File: src/core/pmbus_cmd_pkg.sv
package pmbus_cmd_pkg;

	// ***************************
	// command codes
	// ***************************
	localparam logic [7:0] CMD_PAGE       = 8'h00;
	localparam logic [7:0] CMD_RUN        = 8'h01;
	localparam logic [7:0] CMD_PIN_SETUP  = 8'h02;
	localparam logic [7:0] CMD_CLEAR      = 8'h03;
	localparam logic [7:0] CMD_LOCK       = 8'h10;
	localparam logic [7:0] CMD_STORE_ALL  = 8'h11;
	localparam logic [7:0] CMD_STORE_ONE  = 8'h13;
	localparam logic [7:0] CMD_COMM_FLAGS = 8'h7e;

	// ***************************
	// reset values and writable masks
	// ***************************
	localparam logic [7:0] RUN_RESET  = 8'h00;
	localparam logic [7:0] RUN_WMASK  = 8'hbc;
	localparam logic [7:0] PIN_RESET  = 8'h16;
	localparam logic [7:0] PIN_WMASK  = 8'h1f;
	localparam logic [7:0] LOCK_RESET = 8'h00;
	localparam logic [7:0] LOCK_WMASK = 8'he0;
	localparam logic [7:0] IDLE_BYTE  = 8'hff;

	// ***************************
	// field positions
	// ***************************
	localparam int RUN_ON_BIT     = 7;
	localparam int MARGIN_LSB     = 4;
	localparam int PIN_USE_BIT    = 4;
	localparam int PIN_CMD_BIT    = 3;
	localparam int PIN_PIN_BIT    = 2;
	localparam int PIN_POL_BIT    = 1;
	localparam int LOCK_ALL_BIT   = 7;
	localparam int LOCK_RUN_BIT   = 6;
	localparam int LOCK_PIN_BIT   = 5;
	localparam int CML_CMD_BIT    = 7;
	localparam int CML_DATA_BIT   = 6;
	localparam int CML_PEC_BIT    = 5;

	// ***************************
	// framing and timing
	// ***************************
	localparam logic [3:0] BYTE_BITS  = 4'h8;
	localparam logic [2:0] LEN_SEND   = 3'h1;
	localparam logic [2:0] LEN_WRITE  = 3'h2;
	localparam logic [7:0] CRC_POLY   = 8'h07;
	localparam int         CLK_KHZ         = 125000;
	localparam int         STORE_ALL_MS    = 50;
	localparam int         STORE_ALL_CYCLES = CLK_KHZ * STORE_ALL_MS;
	localparam int         WAIT_W          = 23;

	typedef enum logic [2:0] {ST_IDLE, ST_RX, ST_RX_ACK, ST_TX, ST_TX_ACK} bus_state_e;

endpackage

File: src/core/pmbus_command_handler.sv
// What this block does
// - code 01 takes a byte that turns the output on or off and picks the margin setting.
// - code 02 takes a byte choosing how the enable pin and bus commands gate turn-on.
// - code 03 clears all latched fault flags and releases the alert line.
// - code 10 holds a lock byte that decides which later writes are taken.
// - with lock bit 5 clear, writes are limited only by lock bits 6 and 7.
// - lock bit 5 allows only lock, page, run/margin and pin setup writes, with bits 6, 7 zero.
// - lock bit 6 allows only lock, page and run/margin writes, with bits 5, 7 zero.
// - the single store command saves the register whose code is the data byte.
// - code 11 saves every register, and the host waits about 50 ms before going on.
// - in every status byte a one means the condition is flagged.
// - bad commands, bad data and a failed packet check set comm flags at bits 7, 6 and 5.
`timescale 1ns/1ps
module pmbus_command_handler #(
	parameter logic [6:0] DEV_ADDR        = 7'h40,
	parameter int         NVM_WAIT_CYCLES = pmbus_cmd_pkg::STORE_ALL_CYCLES
) (
	// clock and reset
	input  wire logic       I_CLK,
	input  wire logic       I_RESET_N,
	// bus pins
	input  wire logic       I_SCL,
	input  wire logic       I_SDA,
	output logic            O_SDA_OUT,
	output logic            O_SDA_OE,
	output logic            O_ALERT_OUT,
	output logic            O_ALERT_OE,
	// converter side
	input  wire logic       I_ENABLE_PIN,
	input  wire logic [7:0] I_FAULT_SET,
	output logic            O_OUTPUT_ON,
	output logic [1:0]      O_MARGIN,
	output logic [7:0]      O_FAULT_FLAGS,
	// non-volatile store side
	output logic            O_NVM_STORE_ALL,
	output logic            O_NVM_STORE_ONE,
	output logic [7:0]      O_NVM_CODE,
	output logic [7:0]      O_NVM_DATA,
	output logic            O_NVM_BUSY
);

	// ***************************
	// declarations
	// ***************************
	pmbus_cmd_pkg::bus_state_e state;
	logic scl_m, scl_s, scl_d, sda_m, sda_s, sda_d, pin_m, pin_s;
	logic scl_rise, scl_fall, start, stop;
	logic       in_txn, first, rd_mode, host_ack, tx_more, rd_err;
	logic [3:0] bit_cnt;
	logic [7:0] shreg, crc, crc_prev, b_cmd, b_data, b_last;
	logic [2:0] nbytes, exp_len;
	logic [7:0] run_margin_control, enable_pin_setup, write_lock, comm_fault_flags;
	logic [7:0] next_tx, next_cml;
	logic       wr_done, known, pec_bad, len_ok, permitted, data_bad, commit;
	logic [pmbus_cmd_pkg::WAIT_W-1:0] wait_cnt;

	function automatic logic [7:0] crc8(input logic [7:0] c, input logic [7:0] d);
		logic [7:0] r;
		r = c ^ d;
		for (int i = 0; i < 8; i++) begin
			r = r[7] ? ((r << 1) ^ pmbus_cmd_pkg::CRC_POLY) : (r << 1);
		end
		return r;
	endfunction

	function automatic logic readable(input logic [7:0] code);
		return code == pmbus_cmd_pkg::CMD_RUN || code == pmbus_cmd_pkg::CMD_PIN_SETUP ||
			code == pmbus_cmd_pkg::CMD_LOCK;
	endfunction

	function automatic logic [7:0] reg_value(input logic [7:0] code);
		case (code)
			pmbus_cmd_pkg::CMD_RUN:        return run_margin_control;
			pmbus_cmd_pkg::CMD_PIN_SETUP:  return enable_pin_setup;
			pmbus_cmd_pkg::CMD_LOCK:       return write_lock;
			pmbus_cmd_pkg::CMD_COMM_FLAGS: return comm_fault_flags;
			default:                       return pmbus_cmd_pkg::IDLE_BYTE;
		endcase
	endfunction

	// ***************************
	// pin synchronisers and bus events
	// ***************************
	always_ff @(posedge I_CLK) begin
		scl_m <= I_SCL;
		scl_s <= scl_m;
		scl_d <= scl_s;
		sda_m <= I_SDA;
		sda_s <= sda_m;
		sda_d <= sda_s;
		pin_m <= I_ENABLE_PIN;
		pin_s <= pin_m;
	end

	assign scl_rise = scl_s & ~scl_d;
	assign scl_fall = ~scl_s & scl_d;
	assign start    = scl_s & scl_d & sda_d & ~sda_s;
	assign stop     = scl_s & scl_d & ~sda_d & sda_s;

	// ***************************
	// write decode, judged at stop
	// ***************************
	always_comb begin
		case (b_cmd)
			pmbus_cmd_pkg::CMD_CLEAR, pmbus_cmd_pkg::CMD_STORE_ALL: exp_len = pmbus_cmd_pkg::LEN_SEND;
			pmbus_cmd_pkg::CMD_PAGE, pmbus_cmd_pkg::CMD_RUN, pmbus_cmd_pkg::CMD_PIN_SETUP,
			pmbus_cmd_pkg::CMD_LOCK, pmbus_cmd_pkg::CMD_STORE_ONE:  exp_len = pmbus_cmd_pkg::LEN_WRITE;
			default:                                                exp_len = 3'h0;
		endcase
		wr_done = stop & in_txn & ~rd_mode & (nbytes != 3'h0);
		known   = exp_len != 3'h0;
		pec_bad = (nbytes == exp_len + 3'h1) && (b_last != crc_prev);
		len_ok  = (nbytes == exp_len) || ((nbytes == exp_len + 3'h1) && !pec_bad);
		if (write_lock[pmbus_cmd_pkg::LOCK_ALL_BIT])
			permitted = b_cmd == pmbus_cmd_pkg::CMD_LOCK;
		else if (write_lock[pmbus_cmd_pkg::LOCK_RUN_BIT])
			permitted = b_cmd == pmbus_cmd_pkg::CMD_LOCK || b_cmd == pmbus_cmd_pkg::CMD_PAGE ||
				b_cmd == pmbus_cmd_pkg::CMD_RUN;
		else if (write_lock[pmbus_cmd_pkg::LOCK_PIN_BIT])
			permitted = b_cmd == pmbus_cmd_pkg::CMD_LOCK || b_cmd == pmbus_cmd_pkg::CMD_PAGE ||
				b_cmd == pmbus_cmd_pkg::CMD_RUN || b_cmd == pmbus_cmd_pkg::CMD_PIN_SETUP;
		else
			permitted = 1'b1;
		// more than one lock level at once is refused as bad data
		data_bad = (b_cmd == pmbus_cmd_pkg::CMD_LOCK &&
				$countones(b_data & pmbus_cmd_pkg::LOCK_WMASK) > 1) ||
			(b_cmd == pmbus_cmd_pkg::CMD_STORE_ONE && !readable(b_data));
		commit = wr_done & known & len_ok & permitted & ~data_bad;
		next_tx = (state == pmbus_cmd_pkg::ST_RX_ACK) ? reg_value(b_cmd) :
			(tx_more ? crc : pmbus_cmd_pkg::IDLE_BYTE);
	end

	// ***************************
	// bus engine
	// ***************************
	always_ff @(posedge I_CLK) begin
		rd_err <= 1'b0;
		if (!I_RESET_N) begin
			state    <= pmbus_cmd_pkg::ST_IDLE;
			O_SDA_OE <= 1'b0;
			in_txn   <= 1'b0;
			first    <= 1'b0;
			rd_mode  <= 1'b0;
			host_ack <= 1'b0;
			tx_more  <= 1'b0;
			bit_cnt  <= 4'h0;
			shreg    <= 8'h00;
			crc      <= 8'h00;
			crc_prev <= 8'h00;
			nbytes   <= 3'h0;
			b_cmd    <= 8'h00;
			b_data   <= 8'h00;
			b_last   <= 8'h00;
		end else if (start) begin
			state    <= pmbus_cmd_pkg::ST_RX;
			O_SDA_OE <= 1'b0;
			in_txn   <= 1'b1;
			first    <= 1'b1;
			bit_cnt  <= 4'h0;
			if (!in_txn) begin
				crc    <= 8'h00;
				nbytes <= 3'h0;
			end
		end else if (stop) begin
			state    <= pmbus_cmd_pkg::ST_IDLE;
			O_SDA_OE <= 1'b0;
			in_txn   <= 1'b0;
			rd_mode  <= 1'b0;
		end else begin
			case (state)
				pmbus_cmd_pkg::ST_RX: begin
					if (scl_rise && bit_cnt != pmbus_cmd_pkg::BYTE_BITS) begin
						shreg   <= {shreg[6:0], sda_s};
						bit_cnt <= bit_cnt + 4'h1;
					end else if (scl_fall && bit_cnt == pmbus_cmd_pkg::BYTE_BITS) begin
						if (first && shreg[7:1] != DEV_ADDR) begin
							state <= pmbus_cmd_pkg::ST_IDLE;
						end else begin
							O_SDA_OE <= 1'b1;
							state    <= pmbus_cmd_pkg::ST_RX_ACK;
							crc_prev <= crc;
							crc      <= crc8(crc, shreg);
							if (first) begin
								rd_mode <= shreg[0];
							end else begin
								if (nbytes != 3'h7)
									nbytes <= nbytes + 3'h1;
								if (nbytes == 3'h0)
									b_cmd <= shreg;
								if (nbytes == 3'h1)
									b_data <= shreg;
								b_last <= shreg;
							end
						end
					end
				end
				pmbus_cmd_pkg::ST_RX_ACK: begin
					if (scl_fall) begin
						first   <= 1'b0;
						bit_cnt <= 4'h0;
						if (rd_mode) begin
							state    <= pmbus_cmd_pkg::ST_TX;
							shreg    <= next_tx;
							O_SDA_OE <= ~next_tx[7];
							crc      <= crc8(crc, next_tx);
							tx_more  <= 1'b1;
							rd_err   <= next_tx == pmbus_cmd_pkg::IDLE_BYTE &&
								b_cmd != pmbus_cmd_pkg::CMD_COMM_FLAGS;
						end else begin
							O_SDA_OE <= 1'b0;
							state    <= pmbus_cmd_pkg::ST_RX;
						end
					end
				end
				pmbus_cmd_pkg::ST_TX: begin
					if (scl_fall) begin
						if (bit_cnt == pmbus_cmd_pkg::BYTE_BITS - 4'h1) begin
							O_SDA_OE <= 1'b0;
							host_ack <= 1'b0;
							state    <= pmbus_cmd_pkg::ST_TX_ACK;
						end else begin
							shreg    <= {shreg[6:0], 1'b0};
							O_SDA_OE <= ~shreg[6];
							bit_cnt  <= bit_cnt + 4'h1;
						end
					end
				end
				pmbus_cmd_pkg::ST_TX_ACK: begin
					if (scl_rise) begin
						host_ack <= ~sda_s;
					end else if (scl_fall) begin
						if (host_ack) begin
							state    <= pmbus_cmd_pkg::ST_TX;
							shreg    <= next_tx;
							O_SDA_OE <= ~next_tx[7];
							tx_more  <= 1'b0;
							bit_cnt  <= 4'h0;
						end else begin
							state <= pmbus_cmd_pkg::ST_IDLE;
						end
					end
				end
				pmbus_cmd_pkg::ST_IDLE: begin
				end
				default: state <= pmbus_cmd_pkg::ST_IDLE;
			endcase
		end
	end

	// ***************************
	// control registers
	// ***************************
	always_ff @(posedge I_CLK) begin
		if (!I_RESET_N) begin
			run_margin_control <= pmbus_cmd_pkg::RUN_RESET;
			enable_pin_setup   <= pmbus_cmd_pkg::PIN_RESET;
			write_lock         <= pmbus_cmd_pkg::LOCK_RESET;
		end else if (commit) begin
			case (b_cmd)
				pmbus_cmd_pkg::CMD_RUN: run_margin_control <=
					(run_margin_control & ~pmbus_cmd_pkg::RUN_WMASK) | (b_data & pmbus_cmd_pkg::RUN_WMASK);
				pmbus_cmd_pkg::CMD_PIN_SETUP: enable_pin_setup <=
					(enable_pin_setup & ~pmbus_cmd_pkg::PIN_WMASK) | (b_data & pmbus_cmd_pkg::PIN_WMASK);
				pmbus_cmd_pkg::CMD_LOCK: write_lock <= b_data & pmbus_cmd_pkg::LOCK_WMASK;
				default: ;
			endcase
		end
	end

	// ***************************
	// converter enable and margin
	// ***************************
	always_ff @(posedge I_CLK) begin
		if (!I_RESET_N) begin
			O_OUTPUT_ON <= 1'b0;
			O_MARGIN    <= 2'h0;
		end else begin
			O_MARGIN <= run_margin_control[pmbus_cmd_pkg::MARGIN_LSB +: 2];
			O_OUTPUT_ON <= !enable_pin_setup[pmbus_cmd_pkg::PIN_USE_BIT] ||
				((!enable_pin_setup[pmbus_cmd_pkg::PIN_CMD_BIT] ||
				run_margin_control[pmbus_cmd_pkg::RUN_ON_BIT]) &&
				(!enable_pin_setup[pmbus_cmd_pkg::PIN_PIN_BIT] ||
				(pin_s == enable_pin_setup[pmbus_cmd_pkg::PIN_POL_BIT])));
		end
	end

	// ***************************
	// fault flags and alert
	// ***************************
	always_comb begin
		next_cml = comm_fault_flags;
		if (commit && b_cmd == pmbus_cmd_pkg::CMD_CLEAR)
			next_cml = 8'h00;
		next_cml[pmbus_cmd_pkg::CML_CMD_BIT] = next_cml[pmbus_cmd_pkg::CML_CMD_BIT] | rd_err |
			(wr_done & (~known | ~permitted));
		next_cml[pmbus_cmd_pkg::CML_DATA_BIT] = next_cml[pmbus_cmd_pkg::CML_DATA_BIT] |
			(wr_done & known & permitted & ((~len_ok & ~pec_bad) | data_bad));
		next_cml[pmbus_cmd_pkg::CML_PEC_BIT] = next_cml[pmbus_cmd_pkg::CML_PEC_BIT] |
			(wr_done & known & pec_bad);
	end

	always_ff @(posedge I_CLK) begin
		if (!I_RESET_N) begin
			comm_fault_flags <= 8'h00;
			O_FAULT_FLAGS    <= 8'h00;
			O_ALERT_OE       <= 1'b0;
			O_ALERT_OUT      <= 1'b0;
			// open drain: only the enable moves, the driven value stays low
			O_SDA_OUT        <= 1'b0;
		end else begin
			comm_fault_flags <= next_cml;
			// a new fault in the clearing cycle survives the clear
			O_FAULT_FLAGS <= ((commit && b_cmd == pmbus_cmd_pkg::CMD_CLEAR) ? 8'h00 :
				O_FAULT_FLAGS) | I_FAULT_SET;
			O_ALERT_OE <= (|O_FAULT_FLAGS) | (|comm_fault_flags);
		end
	end

	// ***************************
	// non-volatile store requests
	// ***************************
	always_ff @(posedge I_CLK) begin
		if (!I_RESET_N) begin
			O_NVM_STORE_ALL <= 1'b0;
			O_NVM_STORE_ONE <= 1'b0;
			O_NVM_CODE      <= 8'h00;
			O_NVM_DATA      <= 8'h00;
			O_NVM_BUSY      <= 1'b0;
			wait_cnt        <= '0;
		end else begin
			O_NVM_STORE_ALL <= commit && b_cmd == pmbus_cmd_pkg::CMD_STORE_ALL;
			O_NVM_STORE_ONE <= commit && b_cmd == pmbus_cmd_pkg::CMD_STORE_ONE;
			if (commit && b_cmd == pmbus_cmd_pkg::CMD_STORE_ONE) begin
				O_NVM_CODE <= b_data;
				O_NVM_DATA <= reg_value(b_data);
			end
			if (commit && b_cmd == pmbus_cmd_pkg::CMD_STORE_ALL) begin
				wait_cnt   <= pmbus_cmd_pkg::WAIT_W'(NVM_WAIT_CYCLES);
				O_NVM_BUSY <= 1'b1;
			end else if (wait_cnt != '0) begin
				wait_cnt   <= wait_cnt - 1'b1;
				O_NVM_BUSY <= wait_cnt != pmbus_cmd_pkg::WAIT_W'(1);
			end
		end
	end

endmodule

File: config.mk
export PLATFORM = sky130hd
export DESIGN_NAME = pmbus_command_handler
export DESIGN_NICKNAME = d
export VERILOG_FILES = /design/src/core/pmbus_cmd_pkg.sv /design/src/core/pmbus_command_handler.sv
export SDC_FILE = /design/constraint.sdc
export NUM_CORES = 1
export LEC_CHECK = 0
export ABC_CLOCK_PERIOD_IN_PS = 4800
export BUFFER_PORTS_ARGS = -buffer_cell sky130_fd_sc_hd__buf_2
export CORE_MARGIN = 8
export CORE_UTILIZATION = 54
export DETAILED_ROUTE_END_ITERATION = 10
export GPL_TIMING_DRIVEN = 0
export PLACE_DENSITY_LB_ADDON = 0.08
export SLEW_MARGIN = 20
export SYNTH_ARGS = -nofsm -noshare
export SYNTH_HDL_FRONTEND = slang
export SYNTH_SLANG_ARGS = --single-unit
File: constraint.sdc
create_clock -name I_CLK -period 4.8 [get_ports I_CLK]
set_input_delay 0.24 -clock I_CLK [delete_from_list [all_inputs] [get_ports I_CLK]]
set_output_delay 0.24 -clock I_CLK [all_outputs]
set_load 0.03 [all_outputs]
==> results of run 1 <==
[cells in the final DEF, fill, tap and decap left out, types with 16 or more instances in the layout]
cell	Yosys	final
clkbuf_1	36	36
clkbuf_16	0	17
nand2_1	82	82
nor3_1	16	16
o21ai_0	27	27
nand3_1	26	26
buf_2	10	54
mux2i_1	42	42
nor2_1	104	104
dfxtp_1	143	143
inv_1	19	19
xnor2_1	53	53
a21oi_1	58	58
[cell type report]
| class | count | area, um2 |
|---|---|---|
| multi-input combinational | 627 | 4020 |
| sequential | 143 | 2860 |
| buffer | 54 | 249 |
| clock buffer | 21 | 480 |
| fill | 1155 | 4780 |
| clock inverter | 11 | 199 |
| inverter | 19 | 71.3 |
| timing repair buffer | 47 | 250 |
| tap | 176 | 220 |
[power breakdown]
| group | switching (mW) | internal [mW] | total (mW) |
|---|---|---|---|
| Sequential | 0.0800 | 1.28 | 1.36 |
| Combinational | 0.385 | 0.278 | 0.662 |
| Clock | 0.521 | 0.984 | 1.50 |
| Total | 0.986 | 2.55 | 3.53 |
[worst reg2reg max path, cell delays in order (launching register included)]
cell and delay (ps):
dfxtp_1 310, clkbuf_1 530, or4b_2 640, o41ai_1 640, nand4_1 250, clkbuf_1 320, inv_1 140, clkbuf_1 400
nand2_1 180, a21oi_1 160
[cells by family (layout without fill, tap and decap cells)]
group,count (synthesis),after routing,synth area share
AND/OR/NAND/NOR,332,332,0.230
AO/OA/AOI/OAI,170,170,0.160
flip-flops,143,143,0.397
buffers and inverters,73,152,0.0445
XOR/XNOR,66,66,0.0832
multiplexers,45,45,0.0634
adder cells (fa/ha/maj),12,12,0.0208
other,1,2,0.000521
[metal layers]
| layer | share of wire | track usage |
|---|---|---|
| met1 | 0.44 | 0.278 |
| met4 | 0.027 | 0.0919 |
| met2 | 0.47 | 0.367 |
| met3 | 0.063 | 0.0522 |
| met5 | 0 | 0 |
[through the flow]
step | instances | hold slack (ps) | util | cell area (um2) | power (mW)
4_1_cts | 1098 | 20.2 | 0.636 | 8360 | 3.54
5_1_grt | 1098 | 20.8 | 0.636 | 8360 | 3.71
2_1_floorplan | 843 | 268 | - | 7210 | 1.90
3_5_place_dp | 1063 | 319 | 0.582 | 7650 | 2.04
6_report | 1098 | 32.0 | 0.636 | 8360 | 3.53
3_3_place_gp | 1063 | 311 | 0.582 | 7650 | 2.02
[worst min path at each step]
stage,startpoint,end,slack [ps],cells after the start
floorplan,I_ENABLE_PIN,pin_m,270,0
global placement,scl_m,scl_s,310,0
detailed placement,sda_m,sda_s,320,0
CTS,I_FAULT_SET[3],O_FAULT_FLAGS[3],20,2
global route,I_FAULT_SET[3],O_FAULT_FLAGS[3],20,2
finish,I_FAULT_SET[3],O_FAULT_FLAGS[3],30,2
[flip-flops by register name, indices dropped and copies added, names as in the netlist, 5 cells and up]
signal              count
wait_cnt               23
O_FAULT_FLAGS           8
O_NVM_CODE              8
O_NVM_DATA              8
b_cmd                   8
b_data                  8
b_last                  8
crc                     8
crc_prev                8
shreg                   8
enable_pin_setup        5
run_margin_control      5
==> impl_metrics.env, run 1 <==
export IMPL_clock_sinks=143
export IMPL_syn_mean_instance_area_um2=8.55
export IMPL_synth_seq_cells=143
export IMPL_outcome="completed"
export IMPL_post_place_ws_ps=1210
export IMPL_crit_chain="clkbuf_1, or4b_2, o41ai_1, nand4_1, clkbuf_1, inv_1, clkbuf_1, nand2_1, a21oi_1"
export IMPL_critical_path_top_delay_family="buffers and inverters"
export IMPL_clk_latency_ps=420
export IMPL_drt_wl_total_mm=19.5
export IMPL_crit_type="flop to flop"
export IMPL_tns_ps=0
export IMPL_drcViolationCount=0
export IMPL_syn2layout_area_growth_pct=16.0
export IMPL_fin_nets=934
export IMPL_grt_pass1_vias=6116
export IMPL_grt_pass1_wl_mm=31.6
export IMPL_grt_use_total=0.224
export IMPL_leakage_nw=3.36
export IMPL_crit_start="shreg[7]"
export IMPL_synth_distinct_cells=74
export IMPL_slowest_delay_ps=640
export IMPL_cts_resized=0
export IMPL_synth_top_area_cell="dfxtp_1"
export IMPL_start_util=0.548
export IMPL_cp_num_cells=9
export IMPL_power_density_nw_per_um2=423
export IMPL_ys_seq_area_frac=0.397
export IMPL_rr_startpoint="shreg[7]"
export IMPL_worst_slack_ps=1160
export IMPL_post_cts_buffers=0
export IMPL_hp_class="primary input to flop"
export IMPL_routed_via_density=5.88
export IMPL_skew_ps=8.79
export IMPL_drtIter0Drc=596
export IMPL_netlist_area_um2=7200
export IMPL_die_y_um=131
export IMPL_ant_nets=0
export IMPL_grt_max_degree=17
export IMPL_drt_pass1_iterations=5
export IMPL_cts_buffers=17
export IMPL_required_ps=5140
export IMPL_cp_start_kind="flop"
export IMPL_maxSlewHeadroom=0.276
export IMPL_grt_ovfl_total=0
export IMPL_htreeDepth=4
export IMPL_setup_viol=0
export IMPL_finalMaxSlewViolations=0
export IMPL_fmax_ghz=0.274
export IMPL_path_max_fanout=10
export IMPL_critPathSlowestCell="o41ai_1"
export IMPL_synth_edf_count=0
export IMPL_cp_common_cell="clkbuf_1"
export IMPL_antenna_found_initial=0
export IMPL_fin_crit_ps=3640
export IMPL_numPortBuffers=44
export IMPL_critPathBufInv=4
export IMPL_die_area_um2=17300
export IMPL_synthFlopType="dfxtp_1"
export IMPL_root_buffer="clkbuf_16"
export IMPL_worstReg2RegEnd="crc_prev[7]"
export IMPL_wl_per_cell_um=17.7
export IMPL_n_antenna_cell=0
export IMPL_clockBufferDepth=2
export IMPL_ir_worst_vdd_uv=332
export IMPL_synth_area_leaders="dfxtp_1, xnor2_1, mux2i_1"
export IMPL_tritoncts="built"
export IMPL_grt_setup_unrepaired="false"
export IMPL_synthCells=842
export IMPL_clk_pin_slew_ps=60
export IMPL_synth_commonest_cells="dfxtp_1, nor2_1, nand2_1"
export IMPL_finalHoldViolCount=0
export IMPL_worst_pin_slew_ps=1080
export IMPL_die_w_um=131
export IMPL_cp_endpoint="crc_prev[7]"
export IMPL_ff2ff_path_depth=9
export IMPL_synth_warnings=0
export IMPL_yosysMostFrequentCell="dfxtp_1"
export IMPL_core_region_area_um2=13100
export IMPL_crit_path_end_kind="flop"
export IMPL_r2r_slack_ps=1160
export IMPL_io_pins=47
export IMPL_hpwl_mm=14.1
export IMPL_cp_arrival_ps=3990
export IMPL_synth_top_area_frac=0.397
export IMPL_dr_total_vias=6451
export IMPL_maxCapViolations=0
export IMPL_ys_async_sr_fraction=0
export IMPL_drive_above_1_share=0.119
export IMPL_fin_crit_sh=0.759
export IMPL_ctsHoldBuffers=3
export IMPL_routabilityCongestion=0.922
export IMPL_num_rows=42
Power figures use the tool's default switching activity.
==> inputs of run 2 (changes only) <==
ABC_AREA = 1   (was default)
ABC_CLOCK_PERIOD_IN_PS = 3100   (was 4800)
clock period = 3.1 ns   (was 4.8 ns; I/O delays follow)
==> impl_metrics.env, run 2 <==
export IMPL_cp_num_cells=17
export IMPL_required_ps=3420
export IMPL_synth_top_family_by_area="simple AND/OR/NAND/NOR gates"
export IMPL_synth_adder_area_share=0.0203
export IMPL_netlist_area_um2=7380
export IMPL_place_area_um2=7820
export IMPL_die_y_um=133
export IMPL_tns_ps=0
export IMPL_crit_start="b_cmd[4]"
export IMPL_ir_worst_vdd_uv=458
export IMPL_critPathBufInv=3
export IMPL_crit_chain="nor2_1, nand2_2, inv_2, nand2_1, nand2_1, nor2_2, nand2_2, inv_2, ha_1, xor2_1, nor3_2, nand2_1, a21oi_4, nand3_4, clkbuf_4, nor2_1, nor2_1"
export IMPL_outcome="completed"
export IMPL_clockPowerShare=0.335
export IMPL_final_util=0.651
export IMPL_critical_path_top_delay_family="simple AND/OR/NAND/NOR gates"
export IMPL_finalHoldViolCount=0
export IMPL_finalPower_mw=7.13
export IMPL_hp_class="primary input to flop"
export IMPL_cp_endpoint="O_NVM_DATA[4]"
export IMPL_fin_area_um2=8660
export IMPL_maxCapViolations=0
export IMPL_synth_simple_area_share=0.282
export IMPL_drtIter0Drc=643
export IMPL_fmax_ghz=0.351
export IMPL_grt_use_total=0.230
export IMPL_ant_nets=0
export IMPL_cp_start_kind="flop"
export IMPL_finalMaxSlewViolations=0
export IMPL_r2r_slack_ps=250
export IMPL_crit_path_end_kind="flop"
export IMPL_slowest_delay_ps=340
export IMPL_synthXorXnorAreaFrac=0.0568
export IMPL_dp_cells=1285
export IMPL_critPathSlowestCell="dfxtp_2"
export IMPL_synth_compound_area_share=0.151
export IMPL_die_area_um2=17700
export IMPL_grt_pass1_wl_mm=33.1
export IMPL_p_int_mw=4.52
export IMPL_tritoncts="built"
export IMPL_htreeDepth=4
export IMPL_cts_buffers=17
export IMPL_ys_seq_area_frac=0.388
export IMPL_core_region_area_um2=13300
export IMPL_crit_type="flop to flop"
export IMPL_synth_warnings=0
export IMPL_synthCells=1065
export IMPL_grt_ovfl_total=0
export IMPL_post_place_ws_ps=132
export IMPL_routabilityCongestion=0.940
export IMPL_syn2layout_area_growth_pct=17.2
export IMPL_maxSlewHeadroom=0.521
export IMPL_drt_pass1_iterations=7
export IMPL_cp_arrival_ps=3160
export IMPL_num_fill_cells=1204
export IMPL_die_w_um=133
export IMPL_synth_top_area_frac=0.388
export IMPL_setup_viol=0
export IMPL_top_register="wait_cnt"
export IMPL_synth_distinct_cells=47
export IMPL_synth_area_leaders="dfxtp_1, nand2_1, inv_1"
export IMPL_fin_crit_sh=0.918
export IMPL_layout_commonest_cell="nand2_1"
export IMPL_clk_latency_ps=430
export IMPL_synth_top_area_cell="dfxtp_1"
export IMPL_path_max_fanout=10
export IMPL_n_antenna_cell=0
export IMPL_leakage_nw=3.93
export IMPL_swShare=0.366
export IMPL_dr_total_vias=7097
export IMPL_final_cell_mix="nand2_1, inv_1, dfxtp_1, nor2_1, a21oi_1"
export IMPL_drt_wl_total_mm=20.0
export IMPL_rr_startpoint="b_cmd[4]"
export IMPL_fin_nets=1167
export IMPL_synth_edf_count=0
export IMPL_yosysMostFrequentCell="nand2_1"
export IMPL_hpwl_mm=14.5
export IMPL_num_rows=42
export IMPL_fin_crit_ps=2850
export IMPL_io_pins=47
export IMPL_ff2ff_path_depth=17
export IMPL_drive_above_1_share=0.106
export IMPL_numPortBuffers=43
export IMPL_power_density_nw_per_um2=824
export IMPL_root_buffer="clkbuf_16"
export IMPL_hold_ws_ps=312
export IMPL_largest_reg_flops=23
export IMPL_drcViolationCount=0
export IMPL_seqCellArea_um2=2860
export IMPL_worst_slack_ps=253
export IMPL_synth_seq_cells=143
export IMPL_clock_sinks=143
export IMPL_synthFlopType="dfxtp_1"
export IMPL_start_util=0.555
export IMPL_ys_async_sr_fraction=0
export IMPL_multiInputGateArea_um2=3770
export IMPL_worst_pin_slew_ps=711
export IMPL_synth_mux_area_frac=0
export IMPL_wl_per_cell_um=15.0
export IMPL_antenna_found_initial=0
export IMPL_seqPwrFrac=0.340
export IMPL_routed_via_density=5.33
export IMPL_clockBufferDepth=2
export IMPL_synth_commonest_cells="nand2_1, inv_1, dfxtp_1"
export IMPL_fin_cells=1331
export IMPL_worstReg2RegEnd="O_NVM_DATA[4]"
export IMPL_syn_mean_instance_area_um2=6.93
export IMPL_grt_pass1_vias=6678
export IMPL_grt_max_degree=17
export IMPL_clk_pin_slew_ps=60
export IMPL_power_switching_mw=2.61
export IMPL_combPwrFrac=0.325
export IMPL_skew_ps=7.10
## run 2: per-layer routing
metal	part of all wire	global-route usage	vias up	wire length, um
li1	-	-	3609	-
met1	0.46	0.300	3201	9170
met2	0.43	0.353	241	8640
met3	0.077	0.0587	46	1530
met4	0.033	0.0972	0	662
met5	0	0	-	0
## run 2: kinds of logic (layout without fill, tap and decap cells)
family,Yosys count,in the layout
adder cells (fa/ha/maj),12,12
flip-flops,143,143
AO/OA/AOI/OAI,199,199
buffers and inverters,195,284
other,1,2
XOR/XNOR,47,47
AND/OR/NAND/NOR,468,468
## run 2: power by group through the flow
stage          Sequential (mW)  Combinational [mW]  Clock, mW
2_1_floorplan             2.35                1.84          0
3_3_place_gp              2.45                2.25          0
3_5_place_dp              2.45                2.27          0
4_1_cts                   2.41                2.30       2.42
5_1_grt                   2.44                2.67       2.51
6_report                  2.42                2.32       2.39
## run 2: repair_timing
| item | 4_1_cts | 5_1_grt |
|---|---|---|
| buffers inserted | 0 | 3 |
| gates resized for setup | 0 | 3 |
| hold buffers | 11 | 0 |
| endpoints found under the hold margin | 11 | 0 |
| endpoints found under the setup margin | 0 | 58 |
## run 2: cell type report
class,count,share of cell area
sequential,143,0.331
buffer,29,0.0156
multi-input combinational,728,0.436
inverter,166,0.0720
clock inverter,12,0.0263
tap,176,0.0254
clock buffer,20,0.0539
timing repair buffer,57,0.0402
## run 2: worst min path at each step
stage / startpoint / end / slack, ps / depth (start not counted)
CTS: I_RESET_N / wait_cnt[13] / 320 / 3
global route: I_RESET_N / wait_cnt[13] / 340 / 3
floorplan: I_ENABLE_PIN / pin_m / 180 / 0
global placement: I_SDA / sda_m / 260 / 1
detailed placement: I_SDA / sda_m / 260 / 1
finish: I_RESET_N / wait_cnt[13] / 310 / 3
## run 2: tightest hold or removal path, cell delays in order
cell,delay (ps)
clkbuf_1,300
nand2_1,190
a21oi_1,50
